==> src/hdl/hsfr_map.vh <==
// Register offsets, field positions and timer constants of the hot-swap sequencer.
`ifndef HSFR_MAP_VH
`define HSFR_MAP_VH
`define HSFR_OFS_SUMMARY  8'h79
`define HSFR_OFS_INPUT    8'h7C
`define HSFR_OFS_MASK     8'hD8
`define HSFR_OFS_SETUP    8'hD9
`define HSFR_OFS_FAULTSUM 8'hE1
`define HSFR_OFS_MFR      8'h80
`define HSFR_OFS_CLEAR    8'h03
// Input status bits.
`define HSFR_IN_OV        4
`define HSFR_IN_UV        3
`define HSFR_IN_OVERLOAD  1
// Fault summary bits.
`define HSFR_FS_OVERLOAD  11
`define HSFR_FS_UV        10
`define HSFR_FS_OV        9
`define HSFR_FS_LATCHED   7
`define HSFR_FS_GOOD      3
// Summary status bits that show power good is low and that any input status bit is set.
`define HSFR_SW_NOT_GOOD  11
`define HSFR_SW_INPUT     13
// Preset flag in the manufacturer status byte.
`define HSFR_MFR_PRESET   4
// Setup register retry field.
`define HSFR_SETUP_RT_HI  7
`define HSFR_SETUP_RT_LO  5
`define HSFR_RT_PIN       3'h0
`define HSFR_RT_ZERO      3'h1
`define HSFR_RT_ONE       3'h2
`define HSFR_RT_TWO       3'h3
`define HSFR_RT_FOUR      3'h4
`define HSFR_RT_EIGHT     3'h5
`define HSFR_RT_SIXTEEN   3'h6
`define HSFR_RT_ENDLESS   3'h7
// Timer levels, counter of 16 bits with 1.7 V at full scale trip.
`define HSFR_LVL_TRIP     16'hFF00
`define HSFR_LVL_LOW      16'h9600
`define HSFR_LVL_RESTART  16'h2D00
`define HSFR_STEP_FAULT   16'h0100
`define HSFR_STEP_FAST    16'h0400
`define HSFR_STEP_SLOW    16'h0008
`define HSFR_STEP_INSERT  16'h0010
`define HSFR_CYCLES       3'h7
`endif

==> src/hdl/hsfr_core.v <==
// Hot-swap fault timer, retry sequencer, gate control and status registers.
`timescale 1ns/1ns
`include "hsfr_map.vh"
module hsfr_core (
  input  wire        clk_sys,
  input  wire        resetn,
  input  wire        undervoltage_enable_input,
  input  wire        overvoltage_input,
  input  wire        good_sense_input,
  input  wire        power_limit_set_input,
  input  wire        current_limit_input,
  input  wire        retry_select_input,
  input  wire        reg_wr,
  input  wire        reg_rd,
  input  wire [7:0]  reg_addr,
  input  wire [15:0] reg_wdata,
  output reg  [15:0] reg_rdata,
  output reg         gate_drive,
  output reg         output_good_flag,
  output wire        alert_n
);
  ////////////////////////////////////////////////////////////////////////////
  localparam ST_INSERT  = 3'h0;
  localparam ST_WAIT    = 3'h1;
  localparam ST_ON      = 3'h2;
  localparam ST_LATCHED = 3'h3;
  localparam ST_RISE    = 3'h4;
  localparam ST_FALL    = 3'h5;
  localparam ST_LAST    = 3'h6;

  wire [3:0]  pins_s;
  wire        uv_ok     = pins_s[0];
  wire        ov_high   = pins_s[1];
  wire        good_s    = pins_s[2];
  wire        retry_pin = pins_s[3];
  wire [1:0]  lim_s;
  wire        limiting  = lim_s[0] | lim_s[1];

  reg  [2:0]  state_reg;
  reg  [2:0]  state_next;
  reg  [2:0]  cyc_reg;
  reg  [4:0]  tries_reg;
  reg  [7:0]  in_stat_reg;
  reg  [15:0] fsum_reg;
  reg  [15:0] mask_reg;
  reg  [7:0]  setup_reg;
  reg         preset_reg;
  reg         uv_seen_reg;
  reg         charge;
  reg         dis_fast;
  reg         dis_slow;
  reg         tclr;
  reg  [15:0] up_step;
  wire [15:0] tcount;
  wire        at_trip;
  wire        at_low;
  wire        at_restart;
  wire        clear_cmd = reg_wr && (reg_addr == `HSFR_OFS_CLEAR);

  hsfr_sync #(.W(4)) u_sync (
    .clk_sys  (clk_sys),
    .resetn   (resetn),
    .pin_in   ({retry_select_input, good_sense_input, overvoltage_input,
                undervoltage_enable_input}),
    .pin_sync (pins_s)
  );

  hsfr_sync #(.W(2)) u_sync_lim (
    .clk_sys  (clk_sys),
    .resetn   (resetn),
    .pin_in   ({power_limit_set_input, current_limit_input}),
    .pin_sync (lim_s)
  );

  hsfr_timer u_timer (
    .clk_sys    (clk_sys),
    .resetn     (resetn),
    .charge     (charge),
    .dis_fast   (dis_fast),
    .dis_slow   (dis_slow),
    .clr        (tclr),
    .up_step    (up_step),
    .count      (tcount),
    .at_trip    (at_trip),
    .at_low     (at_low),
    .at_restart (at_restart)
  );

  ////////////////////////////////////////////////////////////////////////////
  // Retry budget: endless is 5'h1F, otherwise the count of restarts allowed.
  function [4:0] retry_budget;
    input [2:0] sel;
    input       pin;
    begin
      case (sel)
        `HSFR_RT_ZERO:    retry_budget = 5'h00;
        `HSFR_RT_ONE:     retry_budget = 5'h01;
        `HSFR_RT_TWO:     retry_budget = 5'h02;
        `HSFR_RT_FOUR:    retry_budget = 5'h04;
        `HSFR_RT_EIGHT:   retry_budget = 5'h08;
        `HSFR_RT_SIXTEEN: retry_budget = 5'h10;
        `HSFR_RT_ENDLESS: retry_budget = 5'h1F;
        default:          retry_budget = pin ? 5'h00 : 5'h1F;
      endcase
    end
  endfunction

  wire [4:0] budget  = retry_budget(setup_reg[`HSFR_SETUP_RT_HI:`HSFR_SETUP_RT_LO],
                                    retry_pin);
  wire       endless = (budget == 5'h1F);
  wire       may_try = endless || (tries_reg < budget);
  wire       gate_ok = uv_ok && !ov_high;
  wire       trip    = (state_reg == ST_ON) && limiting && at_trip;

  ////////////////////////////////////////////////////////////////////////////
  always @* begin
    state_next = state_reg;
    charge     = 1'b0;
    dis_fast   = 1'b0;
    dis_slow   = 1'b0;
    tclr       = 1'b0;
    up_step    = `HSFR_STEP_FAULT;
    case (state_reg)
      ST_INSERT: begin
        charge  = 1'b1;
        up_step = `HSFR_STEP_INSERT;
        if (at_trip) begin
          tclr       = 1'b1;
          state_next = ST_WAIT;
        end
      end
      ST_WAIT: begin
        dis_fast = 1'b1;
        if (gate_ok) begin
          state_next = ST_ON;
        end
      end
      ST_ON: begin
        if (!gate_ok) begin
          state_next = ST_WAIT;
        end else if (limiting) begin
          charge = 1'b1;
          if (at_trip) begin
            state_next = may_try ? ST_RISE : ST_LATCHED;
          end
        end else begin
          dis_fast = 1'b1;
        end
      end
      ST_LATCHED: begin
        dis_slow = 1'b1;
        if (!uv_ok && at_restart) begin
          state_next = ST_WAIT;
        end
      end
      ST_RISE: begin
        charge = 1'b1;
        if (at_trip) begin
          state_next = (cyc_reg == `HSFR_CYCLES) ? ST_LAST : ST_FALL;
        end
      end
      ST_FALL: begin
        dis_slow = 1'b1;
        if (at_low) begin
          state_next = ST_RISE;
        end
      end
      ST_LAST: begin
        dis_slow = 1'b1;
        if (at_restart) begin
          state_next = ST_WAIT;
        end
      end
      default: state_next = ST_INSERT;
    endcase
  end

  always @(posedge clk_sys or negedge resetn) begin
    if (!resetn) begin
      state_reg  <= ST_INSERT;
      cyc_reg    <= 3'h0;
      tries_reg  <= 5'h00;
      gate_drive <= 1'b0;
    end else begin
      state_reg  <= state_next;
      gate_drive <= (state_next == ST_ON);
      // Seven full falls to the low level are counted before the final fall.
      if (state_reg == ST_ON && state_next == ST_RISE) begin
        cyc_reg <= 3'h0;
        if (!endless) begin
          tries_reg <= tries_reg + 5'h01;
        end
      end else if (state_reg == ST_FALL && state_next == ST_RISE) begin
        cyc_reg <= cyc_reg + 3'h1;
      end
      if (!uv_ok) begin
        tries_reg <= 5'h00;
      end
    end
  end

  ////////////////////////////////////////////////////////////////////////////
  // Sticky status; a new event in the clear cycle wins over the clear.
  wire ev_over = trip;
  wire ev_uv   = uv_seen_reg && !uv_ok;
  wire ev_ov   = ov_high;

  always @(posedge clk_sys or negedge resetn) begin
    if (!resetn) begin
      in_stat_reg      <= 8'h00;
      fsum_reg         <= 16'h0000;
      mask_reg         <= 16'h0000;
      setup_reg        <= 8'h00;
      preset_reg       <= 1'b1;
      uv_seen_reg      <= 1'b0;
      output_good_flag <= 1'b0;
    end else begin
      if (uv_ok) begin
        uv_seen_reg <= 1'b1;
      end
      output_good_flag <= good_s;
      if (reg_wr && reg_addr == `HSFR_OFS_MASK) begin
        mask_reg <= reg_wdata;
      end
      if (reg_wr && reg_addr == `HSFR_OFS_SETUP) begin
        setup_reg <= reg_wdata[7:0];
      end
      if (clear_cmd) begin
        in_stat_reg <= 8'h00;
        fsum_reg    <= 16'h0000;
        preset_reg  <= 1'b0;
      end
      if (ev_over) begin
        in_stat_reg[`HSFR_IN_OVERLOAD] <= 1'b1;
        fsum_reg[`HSFR_FS_OVERLOAD]    <= 1'b1;
      end
      if (ev_uv) begin
        in_stat_reg[`HSFR_IN_UV] <= 1'b1;
        fsum_reg[`HSFR_FS_UV]    <= 1'b1;
      end
      if (ev_ov) begin
        in_stat_reg[`HSFR_IN_OV] <= 1'b1;
        fsum_reg[`HSFR_FS_OV]    <= 1'b1;
      end
    end
  end

  wire latched = (state_reg == ST_LATCHED);
  wire [15:0] fsum_view = fsum_reg | ({15'h0000, latched} << `HSFR_FS_LATCHED)
                        | ({15'h0000, output_good_flag} << `HSFR_FS_GOOD);
  wire [15:0] sw_view = ({15'h0000, !output_good_flag} << `HSFR_SW_NOT_GOOD)
                      | ({15'h0000, |in_stat_reg} << `HSFR_SW_INPUT);
  wire [15:0] alert_src = fsum_reg & ~mask_reg;
  assign alert_n = !((|alert_src) || preset_reg);

  always @(posedge clk_sys or negedge resetn) begin
    if (!resetn) begin
      reg_rdata <= 16'h0000;
    end else if (reg_rd) begin
      case (reg_addr)
        `HSFR_OFS_SUMMARY:  reg_rdata <= sw_view;
        `HSFR_OFS_INPUT:    reg_rdata <= {8'h00, in_stat_reg};
        `HSFR_OFS_MASK:     reg_rdata <= mask_reg;
        `HSFR_OFS_SETUP:    reg_rdata <= {8'h00, setup_reg};
        `HSFR_OFS_FAULTSUM: reg_rdata <= fsum_view;
        `HSFR_OFS_MFR:      reg_rdata <= {11'h000, preset_reg, 4'h0};
        default:            reg_rdata <= 16'h0000;
      endcase
    end
  end
endmodule // hsfr_core

==> src/hdl/hsfr_sync.v <==
// Two flip-flop synchroniser for a group of pin levels.
`timescale 1ns/1ns
module hsfr_sync #(
  parameter W = 4
) (
  input  wire         clk_sys,
  input  wire         resetn,
  input  wire [W-1:0] pin_in,
  output reg  [W-1:0] pin_sync
);
  reg [W-1:0] meta_reg;
  always @(posedge clk_sys or negedge resetn) begin
    if (!resetn) begin
      meta_reg <= {W{1'b0}};
      pin_sync <= {W{1'b0}};
    end else begin
      meta_reg <= pin_in;
      pin_sync <= meta_reg;
    end
  end
endmodule // hsfr_sync

==> src/hdl/hsfr_timer.v <==
// Fault timer counter with charge and discharge steps and level compares.
`timescale 1ns/1ns
`include "hsfr_map.vh"
module hsfr_timer (
  input  wire        clk_sys,
  input  wire        resetn,
  input  wire        charge,
  input  wire        dis_fast,
  input  wire        dis_slow,
  input  wire        clr,
  input  wire [15:0] up_step,
  output reg  [15:0] count,
  output wire        at_trip,
  output wire        at_low,
  output wire        at_restart
);
  wire [16:0] sum  = {1'b0, count} + {1'b0, up_step};
  wire [15:0] down = dis_fast ? `HSFR_STEP_FAST : `HSFR_STEP_SLOW;
  assign at_trip    = count >= `HSFR_LVL_TRIP;
  assign at_low     = count <= `HSFR_LVL_LOW;
  assign at_restart = count <= `HSFR_LVL_RESTART;
  always @(posedge clk_sys or negedge resetn) begin
    if (!resetn) begin
      count <= 16'h0000;
    end else if (clr) begin
      count <= 16'h0000;
    end else if (charge) begin
      count <= sum[16] ? 16'hFFFF : sum[15:0];
    end else if (dis_fast || dis_slow) begin
      count <= (count > down) ? count - down : 16'h0000;
    end
  end
endmodule // hsfr_timer

==> config.mk <==
export PLATFORM = sky130hd
export DESIGN_NAME = hsfr_core
export DESIGN_NICKNAME = d
export VERILOG_FILES = /design/src/hdl/hsfr_core.v /design/src/hdl/hsfr_sync.v /design/src/hdl/hsfr_timer.v
export VERILOG_INCLUDE_DIRS = /design/src /design/src/hdl
export SDC_FILE = /design/constraint.sdc
export NUM_CORES = 1
export LEC_CHECK = 0
export BUFFER_PORTS_ARGS = -buffer_cell sky130_fd_sc_hd__buf_4
export CAP_MARGIN = 30
export CELL_PAD_IN_SITES_DETAIL_PLACEMENT = 1
export CELL_PAD_IN_SITES_GLOBAL_PLACEMENT = 1
export CORE_MARGIN = 10
export CORE_UTILIZATION = 46
export CTS_CLUSTER_DIAMETER = 120
export DETAILED_ROUTE_END_ITERATION = 6
export HOLD_SLACK_MARGIN = 0.06
export PLACE_DENSITY_LB_ADDON = 0.1
export REMOVE_ABC_BUFFERS = 1
export SLEW_MARGIN = 10
export SYNTH_ARGS = -nofsm -noshare
export SYNTH_HDL_FRONTEND = slang
export SYNTH_SLANG_ARGS = --single-unit
==> constraint.sdc <==
create_clock -name clk_sys -period 3.5 [get_ports clk_sys]
set_clock_uncertainty 0.2 [all_clocks]
set_input_delay 0.175 -clock clk_sys [delete_from_list [all_inputs] [get_ports clk_sys]]
set_output_delay 0.175 -clock clk_sys [all_outputs]
set_load 0.01 [all_outputs]
* Word-level counts from Yosys, hierarchy flattened
Cells that the tools add are included.
Cells by class: add/subtract/negate cells 4, order comparisons 5, equality and inequality tests 26, muxes and demuxes 44, bitwise operators 6, reduce and logical (&&, ||, !) cells 28
Operators with widths (count):
- $pmux 16 s6 | 1
- $mux 16 | 5
- $mux 3 | 12
- $pmux 5 s7 | 1
- $eq 8x8->1 const B | 4
- $eq 3x3->1 const B | 9
- $mux 5 | 5
- $pmux 3 s7 | 1
- $add 16x9->17 | 1
- $and 12x16->16 | 1
- $eq 8x7->1 const B | 2
- $ge 16x16->1 const B | 1
- $gt 16x16->1 | 1
- $le 16x14->1 const B | 1
- $le 16x16->1 const B | 1
- $not 16->16 | 1
- $reduce_or 16->1 | 1
- $sub 16x16->16 | 1
- $eq 3x2->1 const B | 5
- $or 12x14->14 | 1
- $mux 1 | 13
- $mux 12 | 1
- $or 12x4->12 | 1
- $or 12x8->12 | 1
- other kinds (21) | 42
Storage, ports and cells: bits in registers 89, output and inout bits 19, word-level logic and storage cells 134

* Logic depth before layout (Yosys ltp)
depth after elaboration 13, gate-level depth with buffers 14

* By module
From an unflattened synthesis, not the netlist that was laid out.
Unflattened totals: cell total of the unflattened synthesis 529, area, all modules 5273.8 µm²
Modules (own cells, without submodules):
- hsfr_core | instances 1, cells an instance 284, area an instance 3098.0 µm²
- hsfr_timer | instances 1, cells an instance 233, area an instance 1875.5 µm²
- hsfr_sync (u_sync) | instances 1, cells an instance 8, area an instance 200.2 µm²
- hsfr_sync (u_sync_lim) | instances 1, cells an instance 4, area an instance 100.1 µm²

* Least setup slack after synthesis
No wires, ideal clock.
path type reg-to-reg, from reg state_reg[0], to reg u_timer.count[14], data arrival time 2.934 ns, path slack 0.235 ns, stages on the path, launching flop included 14, path buffers 2, cells stage by stage dfrtp_1 clkbuf_1 nor2_1 a31oi_1 or2_2 ha_1 nor4b_1 o21ai_0 a221oi_1 clkbuf_1 nor2_1 o2bb2ai_1 a21oi_1 a211oi_1
Between the ends: word-level cells in the longest chain between the ends 8
Ends and longest elaborated chain:
- start: declaration | line hsfr_core.v:39 | reg [2:0] state_reg;
- start signal: assignment | line hsfr_core.v:185 | state_reg <= state_next;
- $eq 3x2->1 / $eq 3x1->1 (equally long branches) | line hsfr_core.v:123 | case (state_reg)
- $pmux 1 s2 | line hsfr_core.v:123
- $mux 11 (no line)
- $sub 16x16->16 / $gt 16x16->1 (equally long branches) | line hsfr_timer.v:30 | count <= (count > down) ? count - down : 16'h0000;
- $mux 16 | line hsfr_timer.v:30
- $mux 16 | line hsfr_timer.v:29 | end else if (dis_fast || dis_slow) begin
- $mux 16 | line hsfr_timer.v:27 | end else if (charge) begin
- $mux 16 | line hsfr_timer.v:25 | end else if (clr) begin
- end signal: assignment | line hsfr_timer.v:28 | count <= sum[16] ? 16'hFFFF : sum[15:0];
- end signal: assignment | line hsfr_timer.v:30
- end: declaration | line hsfr_timer.v:12 | output reg [15:0] count,
Several ways; a longest one is shown, not always the timed one. The select of a mux whose other input is x is not followed. A chain may end at the register's enable or synchronous reset.

* Worst setup path in the final report
from reg u_sync.pin_sync[0], to reg u_timer.count[6]
Between the ends: word-level cells in the longest chain between the ends 9
Ends and longest elaborated chain:
- start: declaration | line hsfr_sync.v:9 | output reg [W-1:0] pin_sync
- start signal: assignment | line hsfr_sync.v:15 | pin_sync <= {W{1'b0}};
- start signal: assignment | line hsfr_sync.v:18 | pin_sync <= meta_reg;
- $logic_and 1x1->1 (*) | line hsfr_core.v:112 | wire gate_ok = uv_ok && !ov_high;
- $mux 1 | line hsfr_core.v:139 | if (!gate_ok) begin
- $pmux 1 s2 | line hsfr_core.v:123
- $mux 11 (no line)
- $sub 16x16->16 / $gt 16x16->1 (equally long branches) | line hsfr_timer.v:30
- $mux 16 | line hsfr_timer.v:30
- $mux 16 | line hsfr_timer.v:29
- $mux 16 | line hsfr_timer.v:27
- $mux 16 | line hsfr_timer.v:25
Every way passes the cells marked *; elsewhere a longest branch is shown, timed or not. The select of a mux whose other input is x is not followed.

==> results.cfg <==
[run_status]
outcome = finished, final reports clean

[logic_synthesis]
syn_area_per_cell_sq_um = 10.05
synth_seq_cells = 84
synth_area_leaders = dfrtp_1 45%, mux2_2 6.1%, a21oi_1 4.1%
synth_enable_flop_cells = 0
synth_cell_types = 66
synth-xor-area-share_pct = 1.709
netlist.top_cell.by_area = dfrtp_1
synth_top_area_share_pct = 45.04
synth.most_common_cell = dfrtp_1
synth-compound-area-share_pct = 21.05
netlist_instances = 459
synthMuxAreaShare_pct = 6.538
postSynth.asyncResetShare_pct = 100.0
synthTopCellsByCount = 83 x dfrtp_1, 38 x a21oi_1, 32 x nand2_1
synth_top_family_by_area = compound AO/OA/AOI/OAI gates
syn-cell-area_sq_um = 4612
synthFlopType = dfrtp_1
synthAdderAreaFrac_pct = 3.527
synth_seq_area_share_pct = 45.60
yosysWarnings = 0
synthSimpleGateAreaFrac_pct = 16.22

[floorplan]
core_sq_um = 9774
die_h_um = 120.1
die_x_um = 120.1
num_rows = 36
dieArea_sq_um = 14430
ioPinCount = 53
start_util_pct = 47.18

[clocking]
clockBufferDepth = 2
cts_htree_levels = 3
clockRootBuffer = clkbuf_8
insertion_delay_ns = 0.36
cts_tree = done
cts_setup_buffers = 0
clkTransAtPathRegs_ns = 0.09
cts.sinks = 84
cts_buffers = 9

[finish]
fillers = 1136
fin_area_sq_um = 5635
drive_above_1_share_pct = 25.73
final_util_pct = 57.65
fin_cells = 681
diodes = 0
area_growth_pct = 22.19
fin_nets = 591

[timing]
drv_slew = 0
finalHoldViolCount = 0
setup_viol = 0
fin_crit_sh_pct = 93.44
finalCriticalPeriod_ns = 3.270
worst_pin_slew_ns = 0.8117
fmax_mhz = 305.8
tns_ns = 0
maxSlewHeadroom_pct = 45.76

[detailed_routing]
drt-total-wl_um = 14150
viasPerCell = 5.977
firstDrtPassIters = 4
vias = 4070
wl_per_cell_um = 20.78
drc_errors = 0
ant_nets = 0
first_iter_violations = 251

[power]
power_mw = 1.789
p_per_area_nw_per_um2 = 317.5
peakVddDrop_mv = 0.2196
leakage_nw = 2.596

[setup_path]
slowest_delay_ns = 0.42
startpoint_type = flip-flop
crit_path_end_kind = flip-flop
path_cells = nor2b_2, a31oi_1, or2_2, ha_1, nor4b_1, buf_4, o21ai_0, a221oi_2, buf_4, o21ai_0, a31o_2, a32o_1
path_max_fanout = 10
critPathKind = reg2reg
cp.arrival_ns = 3.32
slowest_stage = dfrtp_1
worst_ep_required_time_ns = 3.54

[global_routing]
overflow = 0
grt_max_degree = 44
antenna_found_initial = 0
first_global_vias = 4339
grt_pass1_wl_um = 23290
track_usage_pct = 20.00

[place]
io_buffer_count = 52
place_area_sq_um = 5175
place.gp.congestion = 0.9170
numPlacedInstances = 641
hpwl_um = 10080

[job]
drv_cap = 0

[min_path]
hold_path_class = in2reg
stage by stage:
step / setup slack (ns) / hold WS [ns]
after floorplan: -0.09856 / -0.3206
after global placement: 0.2155 / 0.08440
after detailed placement: 0.05101 / 0.006832
after CTS: 0.04159 / 0.06647
after global routing: -0.02024 / 0.1073
final: 0.2296 / 0.08041
layer usage:
metal	wire length, um	GRT usage [%]	up-vias
met4	255	6.787	0
met3	665	3.657	19
li1	-	-	1876
met5	0	0	-
met1	6188	25.31	2061
met2	7041	33.63	114
power by group:
part	leakage, nW	switching (mW)	internal [mW]
Clock	0.0808	0.375	0.275
Sequential	1.10	0.0149	0.990
Combinational	1.41	0.0654	0.0691
final timing paths:
kind / slack, ns / to / startpoint / cells after the start
worst max-delay path: 0.23 / u_timer.count[6]$_DFFE_PN0P_ / u_sync.pin_sync[0]$_DFF_PN0_ / 12
worst min-delay path: 0.08 / in_stat_reg[4]$_DFFE_PN0P_ / reg_addr[7] / 4
worst max register to register: 0.23 / u_timer.count[6]$_DFFE_PN0P_ / u_sync.pin_sync[0]$_DFF_PN0_ / 12
worst min register to register: 0.16 / u_sync.pin_sync[2]$_DFF_PN0_ / u_sync.meta_reg[2]$_DFF_PN0_ / 0
max in group asynchronous: 2.25 / preset_reg$_DFFE_PN1P_ / resetn / 3
min in group asynchronous: 0.16 / u_sync_lim.pin_sync[0]$_DFF_PN0_ / resetn / 2
placed cells by master (no fill, tap or decap), types with 4 or more instances in the layout:
cell	Yosys	layout
nand4_1	7	7
and2_1	4	4
nand3_1	12	12
or3_1	5	4
ha_1	13	13
nor4_1	5	5
o2bb2ai_1	12	12
mux2_2	25	25
xor2_1	5	5
nor2b_1	7	5
a21o_1	8	8
nand2b_1	5	5
dlygate4sd3_1	0	25
or2_2	5	5
o31ai_1	9	9
nor2_1	23	21
a22o_1	8	8
a22oi_1	10	10
xnor2_1	4	4
nand2_1	32	32
a21oi_1	38	38
nor3_1	15	15
o21ai_0	20	20
dfrtp_1	83	82
clkbuf_8	7	10
inv_1	18	18
buf_4	1	73
what timing repair did:
item,in CTS,in global routing
hold buffers,25,0
resized for setup,0,9
hold endpoints to repair,80,0
setup endpoints to repair,0,15
worst max-delay path: cells and delay by family, from the launching register on:
| kind | cells | cell delay [ns] |
|---|---|---|
| compound gates | 6 | 1.04 |
| simple gates | 3 | 0.81 |
| flops | 1 | 0.42 |
| buf+inv | 2 | 0.40 |
| fa+ha+maj | 1 | 0.31 |
cells by family after synthesis:
family / count (synthesis)
compound gates: 141
xor+xnor: 9
fa+ha+maj: 13
buf+inv: 45
flops: 84
mux: 27
simple gates: 140
cell type report:
class / count / area (sq um) / area share [%]
Clock buffer: 10 / 137.6 / 2.442
Clock inverter: 5 / 36.28 / 0.6439
Inverter: 20 / 75.07 / 1.332
Multi-Input combinational cell: 330 / 2297 / 40.76
Sequential cell: 84 / 2105 / 37.34
Tap cell: 133 / 166.4 / 2.953
Timing Repair Buffer: 99 / 818.3 / 14.52
(Power assumes the default switching activity.)
